[src/core/alert_mask_pkg.sv]
// Package with selector codes, field layouts and timing for the alert mask bank.
package alert_mask_pkg;

  // Shared mask command code and the page value that means all phases.
  localparam logic [7:0] MASK_CMD_CODE  = 8'h1b;
  localparam logic [7:0] PAGE_ALL       = 8'hff;

  // Status-group selector bytes.
  localparam logic [7:0] SEL_TEMP       = 8'h7d;
  localparam logic [7:0] SEL_COMM       = 8'h7e;
  localparam logic [7:0] SEL_OTHER      = 8'h7f;
  localparam logic [7:0] SEL_VENDOR     = 8'h80;

  // Writable bits of each group; all other bits read as zero.
  localparam logic [7:0] TEMP_WR_BITS   = 8'hc0;
  localparam logic [7:0] COMM_WR_BITS   = 8'hf2;
  localparam logic [7:0] VENDOR_WR_BITS = 8'hce;

  // The other group is hard-wired with bit 0 set.
  localparam logic [7:0] OTHER_FIXED    = 8'h01;

  // Field positions.
  localparam int OVERTEMP_FAULT_BIT     = 7;
  localparam int OVERTEMP_WARN_BIT      = 6;
  localparam int SELF_CHECK_BIT         = 6;
  localparam int SYNC_FAULT_BIT         = 1;

  // Cycles from a taken request to its answer.
  localparam int ANSWER_LATENCY         = 1;

  // Register bus command kinds.
  typedef enum logic [1:0] {
    REQ_IDLE  = 2'b00,
    REQ_WRITE = 2'b01,
    REQ_READ  = 2'b10
  } req_kind_t;

  // One request from the command decoder.
  typedef struct packed {
    req_kind_t  kind;
    logic [7:0] page;
    logic [7:0] sel;
    logic [7:0] data;
  } mask_req_t;

  // The four mask bytes as a group.
  typedef struct packed {
    logic [7:0] temp;
    logic [7:0] comm;
    logic [7:0] other;
    logic [7:0] vendor;
  } mask_set_t;

endpackage

[src/core/alert_mask_bank.sv]
// Alert mask bank: four status-group masks behind one command code.
`timescale 1ns/1ps
`default_nettype none

// How it works
// RULE_01: mask bit zero lets its status bit raise alert; one blocks it.
// RULE_02: temperature mask writes bits 7 and 6; bits 5:0 read zero.
// RULE_03: selector 7Eh picks comm mask; bits 7,6,5,4,1 write, others zero.
// RULE_04: comm mask answers only page FFh; other pages are refused.
// RULE_05: selector 7Fh picks other mask; bits 7:1 read zero.
// RULE_06: other mask bit 0 is fixed at one, first-alerter never alerts.
// RULE_07: selector 80h picks vendor mask; bits 7,6,3,2,1 write, others zero.
// RULE_08: unmasked self-check may raise alert during power-up supply ramp.
// RULE_09: unmasked sync fault may pulse alert when the stack is enabled.
// RULE_10: host writes a word: low byte selector, high byte new mask.
// RULE_11: host reads with process call: selector in, one mask byte out.
// RULE_12: alert is any status bit set with mask zero; writes act at once.
module alert_mask_bank (
  // Clock and reset.
  input  wire logic                   clk_sys_i,
  input  wire logic                   rst_n_i,
  // Power-up mask values from nonvolatile memory, loaded on request.
  input  wire logic                   nvm_load_i,
  input  wire alert_mask_pkg::mask_set_t nvm_masks_i,
  // Command port from the bus protocol engine.
  input  wire alert_mask_pkg::mask_req_t req_i,
  // Answer to the command port.
  output logic                        rd_valid_o,
  output logic [7:0]                  rd_data_o,
  output logic                        req_refused_o,
  // Status bits of each group.
  input  wire alert_mask_pkg::mask_set_t status_i,
  // Alert request towards the pin driver, active high.
  output logic                        alert_o,
  // Current vendor mask shown to the rest of the device.
  output logic [7:0]                  vendor_mask_o
);

  // Mask state.
  alert_mask_pkg::mask_set_t masks_ff;
  alert_mask_pkg::mask_set_t nxt_masks;
  // Answer state.
  logic                      rd_valid_ff;
  logic                      nxt_rd_valid;
  logic [7:0]                rd_data_ff;
  logic [7:0]                nxt_rd_data;
  logic                      refused_ff;
  logic                      nxt_refused;
  logic                      alert_ff;
  logic                      nxt_alert;
  // Decode helpers.
  logic                      sel_ok;
  logic                      page_ok;
  logic [7:0]                sel_value;
  logic [7:0]                eff_temp;
  logic [7:0]                eff_comm;
  logic [7:0]                eff_vendor;

  // Selector decode and read value of the addressed group.
  always_comb begin
    sel_ok    = 1'b1;
    page_ok   = 1'b1;
    sel_value = 8'h00;
    if (req_i.sel == alert_mask_pkg::SEL_TEMP) begin
      sel_value = masks_ff.temp;                         // see RULE_02
    end else if (req_i.sel == alert_mask_pkg::SEL_COMM) begin
      sel_value = masks_ff.comm;                         // see RULE_03
      page_ok   = (req_i.page == alert_mask_pkg::PAGE_ALL); // see RULE_04
    end else if (req_i.sel == alert_mask_pkg::SEL_OTHER) begin
      sel_value = alert_mask_pkg::OTHER_FIXED;           // see RULE_05
    end else if (req_i.sel == alert_mask_pkg::SEL_VENDOR) begin
      sel_value = masks_ff.vendor;                       // see RULE_07
    end else begin
      sel_ok    = 1'b0;
    end
  end

  // Mask writes, NVM load and read answers.
  always_comb begin
    nxt_masks       = masks_ff;
    nxt_rd_valid    = 1'b0;
    nxt_rd_data     = rd_data_ff;
    nxt_refused     = 1'b0;
    nxt_masks.other = alert_mask_pkg::OTHER_FIXED;       // see RULE_06
    if (nvm_load_i) begin
      nxt_masks.temp   = nvm_masks_i.temp & alert_mask_pkg::TEMP_WR_BITS;
      nxt_masks.comm   = nvm_masks_i.comm & alert_mask_pkg::COMM_WR_BITS;
      nxt_masks.vendor = nvm_masks_i.vendor
                         & alert_mask_pkg::VENDOR_WR_BITS;
    end else if (req_i.kind == alert_mask_pkg::REQ_WRITE) begin
      if (!sel_ok || !page_ok) begin
        nxt_refused = 1'b1;                              // see RULE_04
      end else if (req_i.sel == alert_mask_pkg::SEL_TEMP) begin
        nxt_masks.temp = req_i.data
                         & alert_mask_pkg::TEMP_WR_BITS;  // see RULE_10
      end else if (req_i.sel == alert_mask_pkg::SEL_COMM) begin
        nxt_masks.comm = req_i.data
                         & alert_mask_pkg::COMM_WR_BITS;  // see RULE_03
      end else if (req_i.sel == alert_mask_pkg::SEL_VENDOR) begin
        nxt_masks.vendor = req_i.data
                           & alert_mask_pkg::VENDOR_WR_BITS; // see RULE_07
      end
    end else if (req_i.kind == alert_mask_pkg::REQ_READ) begin
      if (!sel_ok || !page_ok) begin
        nxt_refused = 1'b1;
      end else begin
        nxt_rd_valid = 1'b1;                             // see RULE_11
        nxt_rd_data  = sel_value;
      end
    end
  end

  // Effective masks follow writes in the same cycle so they act at once.
  always_comb begin
    eff_temp   = nxt_masks.temp;
    eff_comm   = nxt_masks.comm;
    eff_vendor = nxt_masks.vendor;
    // A status bit alerts only where its mask is zero; self-check and
    // sync-fault bits may thus alert at power-up or stack enable.
    nxt_alert  = |(status_i.temp & ~eff_temp)            // see RULE_01
               | |(status_i.comm & ~eff_comm)            // see RULE_12
               | |(status_i.other
                   & ~alert_mask_pkg::OTHER_FIXED)       // see RULE_06
               | |(status_i.vendor & ~eff_vendor);       // see RULE_08 RULE_09
  end

  // Register all state; masks reset with every writable bit set until NVM load.
  always_ff @(posedge clk_sys_i or negedge rst_n_i) begin
    if (!rst_n_i) begin
      masks_ff    <= '{temp: alert_mask_pkg::TEMP_WR_BITS,
                       comm: alert_mask_pkg::COMM_WR_BITS,
                       other: alert_mask_pkg::OTHER_FIXED,
                       vendor: alert_mask_pkg::VENDOR_WR_BITS};
      rd_valid_ff <= 1'b0;
      rd_data_ff  <= 8'h00;
      refused_ff  <= 1'b0;
      alert_ff    <= 1'b0;
    end else begin
      masks_ff    <= nxt_masks;
      rd_valid_ff <= nxt_rd_valid;
      rd_data_ff  <= nxt_rd_data;
      refused_ff  <= nxt_refused;
      alert_ff    <= nxt_alert;
    end
  end

  // Outputs straight from flip-flops.
  assign rd_valid_o    = rd_valid_ff;
  assign rd_data_o     = rd_data_ff;
  assign req_refused_o = refused_ff;
  assign alert_o       = alert_ff;
  assign vendor_mask_o = masks_ff.vendor;

  // The other group holds one fixed value, first-alerter always masked.
  a_other_fixed: assert property ( // see RULE_06
    @(posedge clk_sys_i) disable iff (!rst_n_i)
    masks_ff.other == 8'h01)
    else $error("other mask not fixed");

  // Unsupported temperature bits stay zero whatever is written.
  a_temp_zero: assert property ( // see RULE_02
    @(posedge clk_sys_i) disable iff (!rst_n_i)
    masks_ff.temp[5:0] == 6'h00)
    else $error("temp low bits set");

  // Unsupported comm bits 3, 2 and 0 stay zero.
  a_comm_zero: assert property ( // see RULE_03
    @(posedge clk_sys_i) disable iff (!rst_n_i)
    (masks_ff.comm & 8'h0d) == 8'h00)
    else $error("comm rsvd set");

  // Unsupported vendor bits 5, 4 and 0 stay zero.
  a_vendor_zero: assert property ( // see RULE_07
    @(posedge clk_sys_i) disable iff (!rst_n_i)
    (masks_ff.vendor & 8'h31) == 8'h00)
    else $error("vendor rsvd");

  // A comm access on one phase is refused and leaves the mask alone.
  a_comm_page: assert property ( // see RULE_04
    @(posedge clk_sys_i) disable iff (!rst_n_i)
    (req_i.kind != alert_mask_pkg::REQ_IDLE && req_i.sel == 8'h7e
     && req_i.page != 8'hff && !nvm_load_i)
    |=> (refused_ff && !rd_valid_ff && $stable(masks_ff.comm)))
    else $error("comm page not refused");

  // A temperature write lands at once with only its writable bits.
  a_write_lands: assert property ( // see RULE_10
    @(posedge clk_sys_i) disable iff (!rst_n_i)
    (req_i.kind == alert_mask_pkg::REQ_WRITE && req_i.sel == 8'h7d
     && !nvm_load_i)
    |=> masks_ff.temp == ($past(req_i.data) & 8'hc0))
    else $error("temp write lost");

  // A vendor write lands at once with only its writable bits.
  a_vendor_lands: assert property ( // see RULE_07
    @(posedge clk_sys_i) disable iff (!rst_n_i)
    (req_i.kind == alert_mask_pkg::REQ_WRITE && req_i.sel == 8'h80
     && !nvm_load_i)
    |=> masks_ff.vendor == ($past(req_i.data) & 8'hce))
    else $error("vendor write lost");

  // A read of the other group answers its fixed value next cycle.
  a_read_answer: assert property ( // see RULE_11
    @(posedge clk_sys_i) disable iff (!rst_n_i)
    (req_i.kind == alert_mask_pkg::REQ_READ && req_i.sel == 8'h7f
     && !nvm_load_i)
    |=> (rd_valid_ff && rd_data_o == 8'h01))
    else $error("other read wrong");

  // A read of an unknown selector is refused and answers no data.
  a_sel_refused: assert property ( // see RULE_11
    @(posedge clk_sys_i) disable iff (!rst_n_i)
    (req_i.kind == alert_mask_pkg::REQ_READ && !nvm_load_i
     && (req_i.sel < 8'h7d || req_i.sel > 8'h80))
    |=> (refused_ff && !rd_valid_ff))
    else $error("unknown selector taken");

  // Alert only follows a status bit whose mask was clear.
  a_alert_cause: assert property ( // see RULE_12
    @(posedge clk_sys_i) disable iff (!rst_n_i)
    alert_ff |-> $past((|(status_i.temp & ~nxt_masks.temp))
      || (|(status_i.comm & ~nxt_masks.comm))
      || (|(status_i.other & 8'hfe))
      || (|(status_i.vendor & ~nxt_masks.vendor))))
    else $error("alert without cause");

  // Unmasked self-check status raises alert on the next edge.
  a_alert_raise: assert property ( // see RULE_08
    @(posedge clk_sys_i) disable iff (!rst_n_i)
    (status_i.vendor[alert_mask_pkg::SELF_CHECK_BIT]
     && !nxt_masks.vendor[alert_mask_pkg::SELF_CHECK_BIT]) |=> alert_ff)
    else $error("self check alert missed");

  // Unmasked sync-fault status raises alert on the next edge.
  a_sync_alert: assert property ( // see RULE_09
    @(posedge clk_sys_i) disable iff (!rst_n_i)
    (status_i.vendor[alert_mask_pkg::SYNC_FAULT_BIT]
     && !nxt_masks.vendor[alert_mask_pkg::SYNC_FAULT_BIT]) |=> alert_ff)
    else $error("sync fault alert missed");

  // With no status bit set there is no alert.
  a_alert_mask: assert property ( // see RULE_01
    @(posedge clk_sys_i) disable iff (!rst_n_i)
    (status_i == '0) |=> !alert_ff)
    else $error("alert with no status");

endmodule

`default_nettype wire

[config.mk]
export PLATFORM = sky130hd
export DESIGN_NAME = alert_mask_bank
export DESIGN_NICKNAME = d
export VERILOG_FILES = /design/src/core/alert_mask_pkg.sv /design/src/core/alert_mask_bank.sv
export SDC_FILE = /design/constraint.sdc
export NUM_CORES = 1
export LEC_CHECK = 0
export ABC_AREA = 1
export BUFFER_PORTS_ARGS = -buffer_cell sky130_fd_sc_hd__buf_2
export CORE_MARGIN = 2
export CORE_UTILIZATION = 49
export DETAILED_ROUTE_END_ITERATION = 7
export PLACE_DENSITY = 0.95
export SYNTH_ARGS = -nofsm -noshare
export SYNTH_HDL_FRONTEND = slang
export SYNTH_SLANG_ARGS = --single-unit
[constraint.sdc]
create_clock -name clk_sys_i -period 2.4 [get_ports clk_sys_i]
set_input_delay 0.36 -clock clk_sys_i [delete_from_list [all_inputs] [get_ports clk_sys_i]]
set_output_delay 0.36 -clock clk_sys_i [all_outputs]
set_load 0.02 [all_outputs]
==> impl_metrics.csv, run 1 <==
group,metric,value,unit
run_status,status,"finished clean",
yosys,ys_types,29,
cts,clk_root_buffer_cell,"clkbuf_8",
power_and_ir_drop,p_clk_share,33.3,%
worst_setup_path,cp-end-kind,"flip-flop",
layout,instances_no_fill,437,
timing,drv_slew,0,
power_and_ir_drop,power.density,468,nW/um2
yosys,synth-seq-cells,35,
grt,grt_pass1_vias,2076,
timing,setup_violations,0,
worst_setup_path,cpMostUsedCell,"nor2_1",
cts,cts_setup_buffers,0,
cts,hold_buffers,0,
timing,max_slew_margin,50.3,%
power_and_ir_drop,seq_power_share,49.9,%
die,pin_count,112,
timing,finalCritPeriodShare,66.7,%
power_and_ir_drop,power_switching,356,uW
cts,insertion_delay,290,ps
yosys,synth.top_cells.by_area,"dfrtp_1 26%, dfstp_2 14%, nand2_1 14%",
layout,drive_gt1_share,35.8,%
run,drv_cap,0,
worst_setup_path,crit_buf_inv,3,
worst_setup_path,crit_required,2580,ps
yosys,ys_seq_area_share,40.3,%
grt,grt_pass1_wl,8650,um
die,die_h,71.1,um
layout,fillCellCount,393,
grt,grt_max_degree,36,
layout,final_util,62.3,%
die,die-area,5060,um2
layout,final_nets,477,
timing,fmax,624,MHz
power_and_ir_drop,total_leakage_power,1.64,nW
yosys,synth-warning-count,0,
routing,via_count,2194,
cts,cts_resized,0,
yosys,synthCells,300,
timing,worst_slew_pin_slew,746,ps
worst_setup_path,worst_path_max_delay_cell,"buf_4",
yosys,synth_edf_count,0,
worst_setup_path,critPathMaxFanout,17,
yosys,syn_area,2210,um2
timing,fin_crit,1600,ps
worst_setup_path,critPathTopFamily,"buffers and inverters",
cts,cts.path.max_buffers,2,
yosys,synth_nets,393,
die,row_count,24,
die,fp.dieW,71.1,um
cts,numCtsBuffers,5,
timing,rsz0062_at_grt,"no",
cts,clock-sinks,35,
yosys,ys.flop_type,"dfrtp_1",
grt,antenna_found_initial,0,
routing,postRouteAntennaNets,0,
worst_setup_path,crit_type,"input pin to flip-flop",
layout,areaGrowthSynthToFinish,22.8,%
placement,place_congestion,0.946,
power_and_ir_drop,p_comb_share,16.9,%
cts,cts_tree,"done",
hold_path,hold_path_class,"input pin to asynchronous set/reset pin",
placement,detailed_place_hpwl,4350,um
cts,clk_pin_slew_worst_paths,80,ps
worst_setup_path,arrival,1780,ps
die,fp.coreArea,4350,um2
yosys,yosysMostFrequentCell,"nand2_1",
timing,finClkSkew,7.61,ps
routing,vias_per_cell,5.02,
grt,grt_util_all_layers,21.8,%
timing,fin_setup_tns,0,ps
yosys,yosys.area.top_type,"dfrtp_1",
yosys,syn_avg_cell_area,7.36,um2
routing,wl_per_cell,12.6,um
placement,place_inst,429,
yosys,synth_common_cells,"83 x nand2_1, 46 x inv_1, 32 x nand3_1",
routing,drt_iter0_markers,119,
cts,cts_max_level,2,
yosys,async_reset_ff_share,100,%
timing,final-hold-violation-count,0,
layout,diodes,0,
worst_setup_path,cpPeakStageDelay,280,ps
routing,first_pass_iters,4,
worst_setup_path,cp-start-kind,"input pin",
worst_setup_path,cp_cell_sequence,"buf_2 > inv_1 > buf_4 > nand2_1 > a21oi_2 > nor2_1 > nor2_1 > nand3_1 > nor2_1 > nand2_1",
yosys,synth.top_cell.area_share,26.1,%
routing,wirelength,5500,um
power_and_ir_drop,intPower,913,uW
grt,grt_overflow,0,
die,start_util,50.7,%
power_and_ir_drop,switching_share,28.0,%
power_and_ir_drop,ir_drop,0.288,mV
placement,port_buffers,89,
routing,drc_errors,0,
==> worst register-to-register path: stages, from the launching register on <==
cell and delay, ps:
dfstp_2 530, inv_1 50, nand2_1 60, nand3_1 90, nand3_1 120, nand2_1 70, nor2_1 120, nand2_1 60
nor2_1 90, nand2_1 60
==> registers in the layout, summed over array words and instances (netlist names) <==
register / cells
masks_ff: 16
rd_data_o: 8
vendor_mask_o: 8
alert_o: 1
rd_valid_o: 1
req_refused_o: 1
==> layout make-up <==
type / instances / area, um2 / area share [%]
Clock inverter: 2 / 12.5 / 0.461
Tap cell: 52 / 65.1 / 2.40
Clock buffer: 6 / 72.6 / 2.68
Sequential cell: 35 / 891 / 32.9
Multi-Input combinational cell: 201 / 1020 / 37.7
Inverter: 51 / 194 / 7.15
Timing Repair Buffer: 90 / 453 / 16.7
==> worst paths after layout <==
path,slack (ps),depth (start not counted),to,from
setup / recovery,800,10,alert_o,nvm_load_i
hold / removal,130,1,masks_ff[26],rst_n_i
setup reg to reg,1020,9,alert_o,vendor_mask_o[2]
hold reg to reg,490,2,rd_data_o[4],rd_data_o[4]
max in group asynchronous,1790,1,alert_o,rst_n_i
min in group clk_sys_i,290,3,masks_ff[30],nvm_masks_i[30]
==> routing by layer <==
metal	vias to the layer above	wire length [um]	GRT usage, %	share of wire [%]
met5	-	0	0	0
met4	0	165	9.64	3.0
met3	17	432	4.84	7.9
met2	98	2570	36.6	47
met1	980	2330	27.0	42
li1	1099	-	-	-
==> power groups by stage <==
| stage | clock network, mW | logic (mW) | registers [mW] |
|---|---|---|---|
| floorplan | 0 | 0.125 | 0.644 |
| global placement | 0 | 0.208 | 0.642 |
| detailed placement | 0 | 0.215 | 0.643 |
| CTS | 0.425 | 0.215 | 0.633 |
| global route | 0.455 | 0.239 | 0.634 |
| finish | 0.422 | 0.214 | 0.633 |
==> kinds of logic (layout without fill, tap and decap cells) <==
group / count (synthesis) / count (layout) / synth area share [%]
flip-flops: 35 / 35 / 40.3
buffers and inverters: 64 / 149 / 13.3
AND/OR/NAND/NOR: 175 / 175 / 39.6
AO/OA/AOI/OAI: 26 / 26 / 6.74
==> per-stage QoR <==
step	area [um2]	power (mW)	setup slack, ps	hold WS (ps)
4_1_cts	2710	1.27	809	157
3_5_place_dp	2630	0.858	500	471
5_1_grt	2710	1.33	649	189
6_report	2710	1.27	798	127
3_3_place_gp	2630	0.851	573	456
2_1_floorplan	2210	0.769	873	64.4
==> cells in the final DEF (no fill, tap or decap), types with 2 or more instances in the layout <==
cell type	count
nor2_8	2
nand3b_1	2
o22ai_1	7
a21oi_1	6
nand2_4	2
o21ai_0	10
nor3_1	2
nand2_2	8
dfrtp_1	23
clkbuf_8	5
nor2_1	26
nand2_1	83
nand4_1	7
nand3_2	3
buf_2	89
nand3_4	3
inv_1	46
nor2_2	3
nand3_1	32
inv_2	3
dfstp_2	12
nor2_4	2
Note: power is estimated with default switching activity, not from simulation.
==> run 2, diff against run 1 <==
Settings changed: CORE_UTILIZATION 49 to 41, PLACE_DENSITY 0.95 to 0.86.
Clock period 2.4 ns to 1.35 ns, I/O delays scaled along.
==> impl_metrics.csv, run 2 (same netlist as run 1, synthesis figures left out) <==
group,metric,value,unit
layout,register_area,891,um2
layout,areaGrowthSynthToFinish,42.2,%
timing,final-hold-violation-count,0,
timing,fmax,724,MHz
power_and_ir_drop,power.density,754,nW/um2
worst_setup_path,arrival,1570,ps
placement,port_buffers,89,
grt,grt_max_degree,36,
layout,drive_gt1_share,45.9,%
layout,final_nets,508,
layout,final_cell_mix,"86 x buf_2, 77 x nand2_1, 44 x inv_1, 28 x buf_4, 24 x nand3_1",
worst_setup_path,critPathTopFamily,"simple AND/OR/NAND/NOR gates",
worst_setup_path,crit_buf_inv,3,
routing,vias_per_cell,4.84,
timing,rsz0062_at_grt,"yes",
timing,setup_violations,1,
timing,fin_setup_tns,-32.1,ps
hold_path,worstHoldStart,"nvm_masks_i[6]",
timing,max_slew_margin,78.0,%
layout,diodes,0,
timing,worst_slew_pin_slew,330,ps
timing,fin_crit,1380,ps
layout,mostFrequentLayoutCell,"buf_2",
die,die_h,77.4,um
worst_setup_path,crit_start,"req_i[15]",
die,pin_count,112,
worst_setup_path,cpMostUsedCell,"nand2_1",
run,drv_cap,0,
cts,clk_root_buffer_cell,"clkbuf_8",
grt,grt_util_all_layers,21.2,%
cts,clk_pin_slew_worst_paths,80,ps
timing,finClkSkew,5.19,ps
cts,cts_tree,"done",
worst_setup_path,crit_required,1540,ps
layout,fin_area,3140,um2
worst_setup_path,r2r-start,"vendor_mask_o[2]",
power_and_ir_drop,total_leakage_power,1.82,nW
hold_path,hold_path_class,"input pin to flip-flop",
layout,final_util,61.1,%
layout,largest_register,"masks_ff",
grt,grt_pass1_wl,10000,um
cts,numCtsBuffers,5,
routing,wirelength,6460,um
worst_setup_path,worst_path_max_delay_cell,"buf_4",
power_and_ir_drop,ir_drop,0.495,mV
placement,place_congestion,0.915,
die,die-area,5990,um2
placement,detailed_place_hpwl,4790,um
die,row_count,26,
grt,antenna_found_initial,0,
die,start_util,43.0,%
cts,clock-sinks,35,
placement,detailed_place.area,2820,um2
layout,multi_input_area,1140,um2
routing,drt_iter0_markers,164,
routing,drc_errors,0,
worst_setup_path,cp-end-kind,"flip-flop",
layout,fillCellCount,485,
grt,grt_overflow,0,
routing,via_count,2352,
die,fp.dieW,77.4,um
timing,drv_slew,0,
cts,insertion_delay,290,ps
cts,cts_max_level,2,
timing,timing.final.ws_setup,-32.1,ps
die,fp.coreArea,5140,um2
run_status,violations,"setup timing",
placement,dp_slack,-406,ps
worst_setup_path,critPathMaxFanout,4,
timing,finalCritPeriodShare,102,%
grt,grt_pass1_vias,2220,
routing,wl_per_cell,13.3,um
worst_setup_path,cpPeakStageDelay,170,ps
worst_setup_path,cp_cell_sequence,"buf_4 > inv_6 > nand2_4 > nor2_4 > buf_4 > nand3_2 > nand2_1 > nand3_1 > nand3_1 > nand2_1 > nor2_1 > nand3_2 > nor2_1 > nand2_1",
power_and_ir_drop,total_power,2.37,mW
run_status,status,"finished with violations",
worst_setup_path,crit_type,"input pin to flip-flop",
routing,postRouteAntennaNets,0,
routing,first_pass_iters,4,
cts,cts.path.max_buffers,2,
worst_setup_path,cp-start-kind,"input pin",
layout,largest_reg_flops,16,
## run 2: changes by cell type in the layout (fill, tap and decap cells not counted), sizes merged
| cell | previous run | this run |
|---|---|---|
| buf | 90 | 119 |
| clkinv | 2 | 1 |
| dlygate4sd3 | 0 | 1 |
| inv | 50 | 51 |
| nand3 | 38 | 39 |
## run 2: metal layers
metal	GRT usage, %	vias to the layer above	wire [um]
met5	0	-	0
met4	6.79	0	164
met3	4.77	16	486
met2	35.8	112	3020
met1	26.9	1056	2790
li1	-	1168	-
## run 2: layout make-up
class | instances | area share, %
multi-input combinational | 202 | 36.3
timing repair buffer | 120 | 23.5
inverter | 51 | 6.41
clock buffer | 6 | 2.31
sequential | 35 | 28.4
tap | 70 | 2.79
clock inverter | 2 | 0.398
## run 2: worst min-delay path: stages
cell     delay [ps]
buf_2            90
nand2_1          60
nand2_1          50
## run 2: worst paths after layout
path                       cells past startpoint  slack (ps)          endpoint
max                                           14         -30           alert_o
min                                            3         110  vendor_mask_o[6]
max reg2reg                                    9         -10           alert_o
min reg2reg                                    2         480      rd_data_o[0]
max in group asynchronous                      3         710  vendor_mask_o[2]
min in group asynchronous                      3         390     req_refused_o
## run 2: report_power, final
part,switching (mW),total [mW],internal (mW),leakage [nW]
clock network,0.409,0.769,0.361,0.0412
registers,0.0177,1.13,1.11,0.441
logic,0.269,0.472,0.203,1.34
## run 2: metrics by stage
step | hold slack, ps | std cells
2_1_floorplan | -93.1 | 300
3_3_place_gp | 173 | 465
3_5_place_dp | 178 | 465
4_1_cts | 112 | 475
5_1_grt | 121 | 486
6_report | 114 | 486
## run 2: repair_timing
item,4_1_cts,5_1_grt
endpoints found under the hold margin,23,0
pin swaps,8,16
resized for setup,7,24
setup buffers,1,10
hold buffers,1,0
gates cloned,0,1
setup endpoints to repair,1,9
==> run 3, diff against run 2 <==
Settings changed: BUFFER_PORTS_ARGS -buffer_cell sky130_fd_sc_hd__buf_2 to unset, CELL_PAD_IN_SITES_DETAIL_PLACEMENT set to 2, CELL_PAD_IN_SITES_GLOBAL_PLACEMENT set to 2, CORE_UTILIZATION 41 to 29, DONT_BUFFER_PORTS set to 1, PLACE_DENSITY 0.86 to 0.81.
==> impl_metrics.csv, run 3 (same netlist as run 1, synthesis figures left out) <==
group,metric,value,unit
worst_setup_path,rr_worst_depth,11,
power_and_ir_drop,power_switching,699,uW
routing,postRouteAntennaNets,0,
layout,diodes,0,
timing,fmax,727,MHz
die,die-area,8330,um2
grt,grt_overflow,0,
cts,clk_root_buffer_cell,"clkbuf_8",
power_and_ir_drop,total_leakage_power,1.52,nW
grt,antenna_found_initial,0,
grt,grt_pass1_vias,2467,
timing,rsz0062_at_grt,"yes",
die,start_util,30.1,%
timing,setup_violations,1,
placement,detailed_place_hpwl,6480,um
worst_setup_path,r2r-start,"vendor_mask_o[0]",
routing,via_count,2157,
worst_setup_path,cp_cell_sequence,"inv_2 > nor2_2 > nand2_1 > nand2_1 > nand2_1 > nor2_2 > nand2_1 > clkinv_2 > nand3_2 > nor2_2 > nand2_1",
layout,drive_gt1_share,35.1,%
worst_setup_path,cp-end-kind,"flip-flop",
routing,route.met3.wl,361,um
routing,met1_length,3470,um
timing,finalCritPeriodShare,102,%
layout,final_nets,428,
power_and_ir_drop,p_clk_share,39.8,%
cts,clock-sinks,35,
hold_path,hold_end,"masks_ff[17]",
hold_path,holdPathStages,2,
layout,mostFrequentLayoutCell,"nand2_1",
die,fp.dieW,91.3,um
layout,final_cell_mix,"79 x nand2_1, 42 x inv_1, 36 x buf_4, 23 x dfrtp_1, 21 x nand3_1",
die,fp.coreArea,7330,um2
hold_path,hold_path_class,"input pin to flip-flop",
timing,timing.final.ws_setup,-24.8,ps
cts,cts.path.max_buffers,2,
run,drv_cap,0,
worst_setup_path,crit_start,"vendor_mask_o[0]",
worst_setup_path,cpMostUsedCell,"nand2_1",
timing,final-hold-violation-count,0,
power_and_ir_drop,p_comb_share,15.0,%
routing,wl_per_cell,19.3,um
cts,cts_tree,"done",
routing,drc_errors,0,
worst_setup_path,arrival,1560,ps
power_and_ir_drop,power.density,893,nW/um2
worst_setup_path,crit_type,"flip-flop to flip-flop",
run_status,status,"finished with violations",
routing,drt_iter0_markers,63,
die,die_h,91.3,um
grt,grt_max_degree,36,
timing,finClkSkew,4.56,ps
placement,port_buffers,0,
hold_path,worstHoldStart,"nvm_masks_i[17]",
cts,numCtsBuffers,5,
power_and_ir_drop,switching_share,27.9,%
routing,routed-wl-met2,4400,um
grt,grt_util_all_layers,20.9,%
layout,areaGrowthSynthToFinish,27.0,%
cts,insertion_delay,290,ps
run_status,violations,"setup timing",
layout,largest_reg_flops,16,
routing,vias_per_cell,4.96,
worst_setup_path,critPathTopFamily,"simple AND/OR/NAND/NOR gates",
worst_setup_path,reg2reg_to,"alert_o",
worst_setup_path,critPathMaxFanout,2,
layout,fin_area,2800,um2
power_and_ir_drop,seq_power_share,45.2,%
timing,worst_slew_pin_slew,303,ps
worst_setup_path,r2r_setup_slack,-20,ps
routing,first_pass_iters,4,
worst_setup_path,crit_required,1540,ps
worst_setup_path,crit_buf_inv,2,
routing,maxUsedRoutingLayer,"met4",
power_and_ir_drop,intPower,1.80,mW
die,pin_count,112,
timing,max_slew_margin,79.7,%
timing,drv_slew,0,
worst_setup_path,cp-start-kind,"flip-flop",
placement,detailed_place.area,2530,um2
cts,clk_pin_slew_worst_paths,80,ps
worst_setup_path,cpPeakStageDelay,380,ps
timing,fin_crit,1370,ps
placement,place_congestion,0.782,
die,row_count,31,
grt,grt_pass1_wl,13500,um
routing,wirelength,8390,um
layout,largest_register,"masks_ff",
worst_setup_path,worst_path_max_delay_cell,"dfrtp_1",
cts,cts_max_level,2,
power_and_ir_drop,total_power,2.50,mW
power_and_ir_drop,ir_drop,0.440,mV
==> run 3: cell count changes in the layout (fill, tap and decap cells not counted), sizes merged <==
cell	delta
inv	-1
bufinv	+1
clkinv	+2
clkinvlp	-1
nand3	-1
buf	-79
clkbuf	-1
==> run 3: repair_timing <==
item,CTS,global route
endpoints found under the setup margin,1,2
buffers inserted,3,3
hold buffers,2,0
gates resized for setup,12,14
pin swaps,8,12
hold endpoints to repair,35,0
==> run 3: how the worst max path moves through the flow <==
| stage | slack, ps | cells after the start | endpoint |
|---|---|---|---|
| detailed placement | -310 | 11 | alert_o |
| CTS | -50 | 11 | alert_o |
| global placement | -260 | 11 | alert_o |
| finish | -20 | 11 | alert_o |
| global route | -110 | 11 | alert_o |
| floorplan | 0.5 | 13 | alert_o |
==> run 3: layout make-up <==
| type | instances | area, um2 |
|---|---|---|
| Timing Repair Buffer | 41 | 360 |
| Clock buffer | 5 | 68.8 |
| Clock inverter | 3 | 43.8 |
| Tap cell | 99 | 124 |
| Fill cell | 851 | 4530 |
| Sequential cell | 35 | 891 |
| Multi-Input combinational cell | 201 | 1120 |
| Inverter | 51 | 200 |
==> run 3: metrics by stage <==
step | util [%] | TNS [ps] | hold slack [ps] | worst slack, ps | instances
finish | 38.2 | -24.8 | 22.4 | -24.8 | 435
global route | 38.2 | -107 | 24.1 | -107 | 435
CTS | 37.4 | -46.1 | 22.7 | -46.1 | 432
detailed placement | 34.5 | -1670 | -92.4 | -311 | 419
global placement | 34.5 | -866 | -92.1 | -264 | 419
floorplan | - | 0 | -93.1 | 0.492 | 300
==> run 3: power by group through the flow <==
stage / combinational, mW / sequential (mW) / clock, mW
detailed placement: 0.310 / 1.15 / 0
CTS: 0.362 / 1.13 / 1.01
global placement: 0.294 / 1.15 / 0
floorplan: 0.224 / 1.14 / 0
global route: 0.413 / 1.14 / 1.06
finish: 0.374 / 1.13 / 0.996
==> run 3: metal layers <==
metal | track usage, % | vias to the layer above
met5 | 0 | -
met2 | 37.6 | 70
met4 | 6.31 | 0
li1 | - | 1002
met1 | 25.2 | 1073
met3 | 4.07 | 12
==> run 3: worst register-to-register path, stage by stage (launching register included) <==
cell and delay (ps):
dfrtp_1 380, inv_2 50, nor2_2 90, nand2_1 70
nand2_1 60, nand2_1 60, nor2_2 160, nand2_1 100
clkinv_2 70, nand3_2 80, nor2_2 90, nand2_1 60
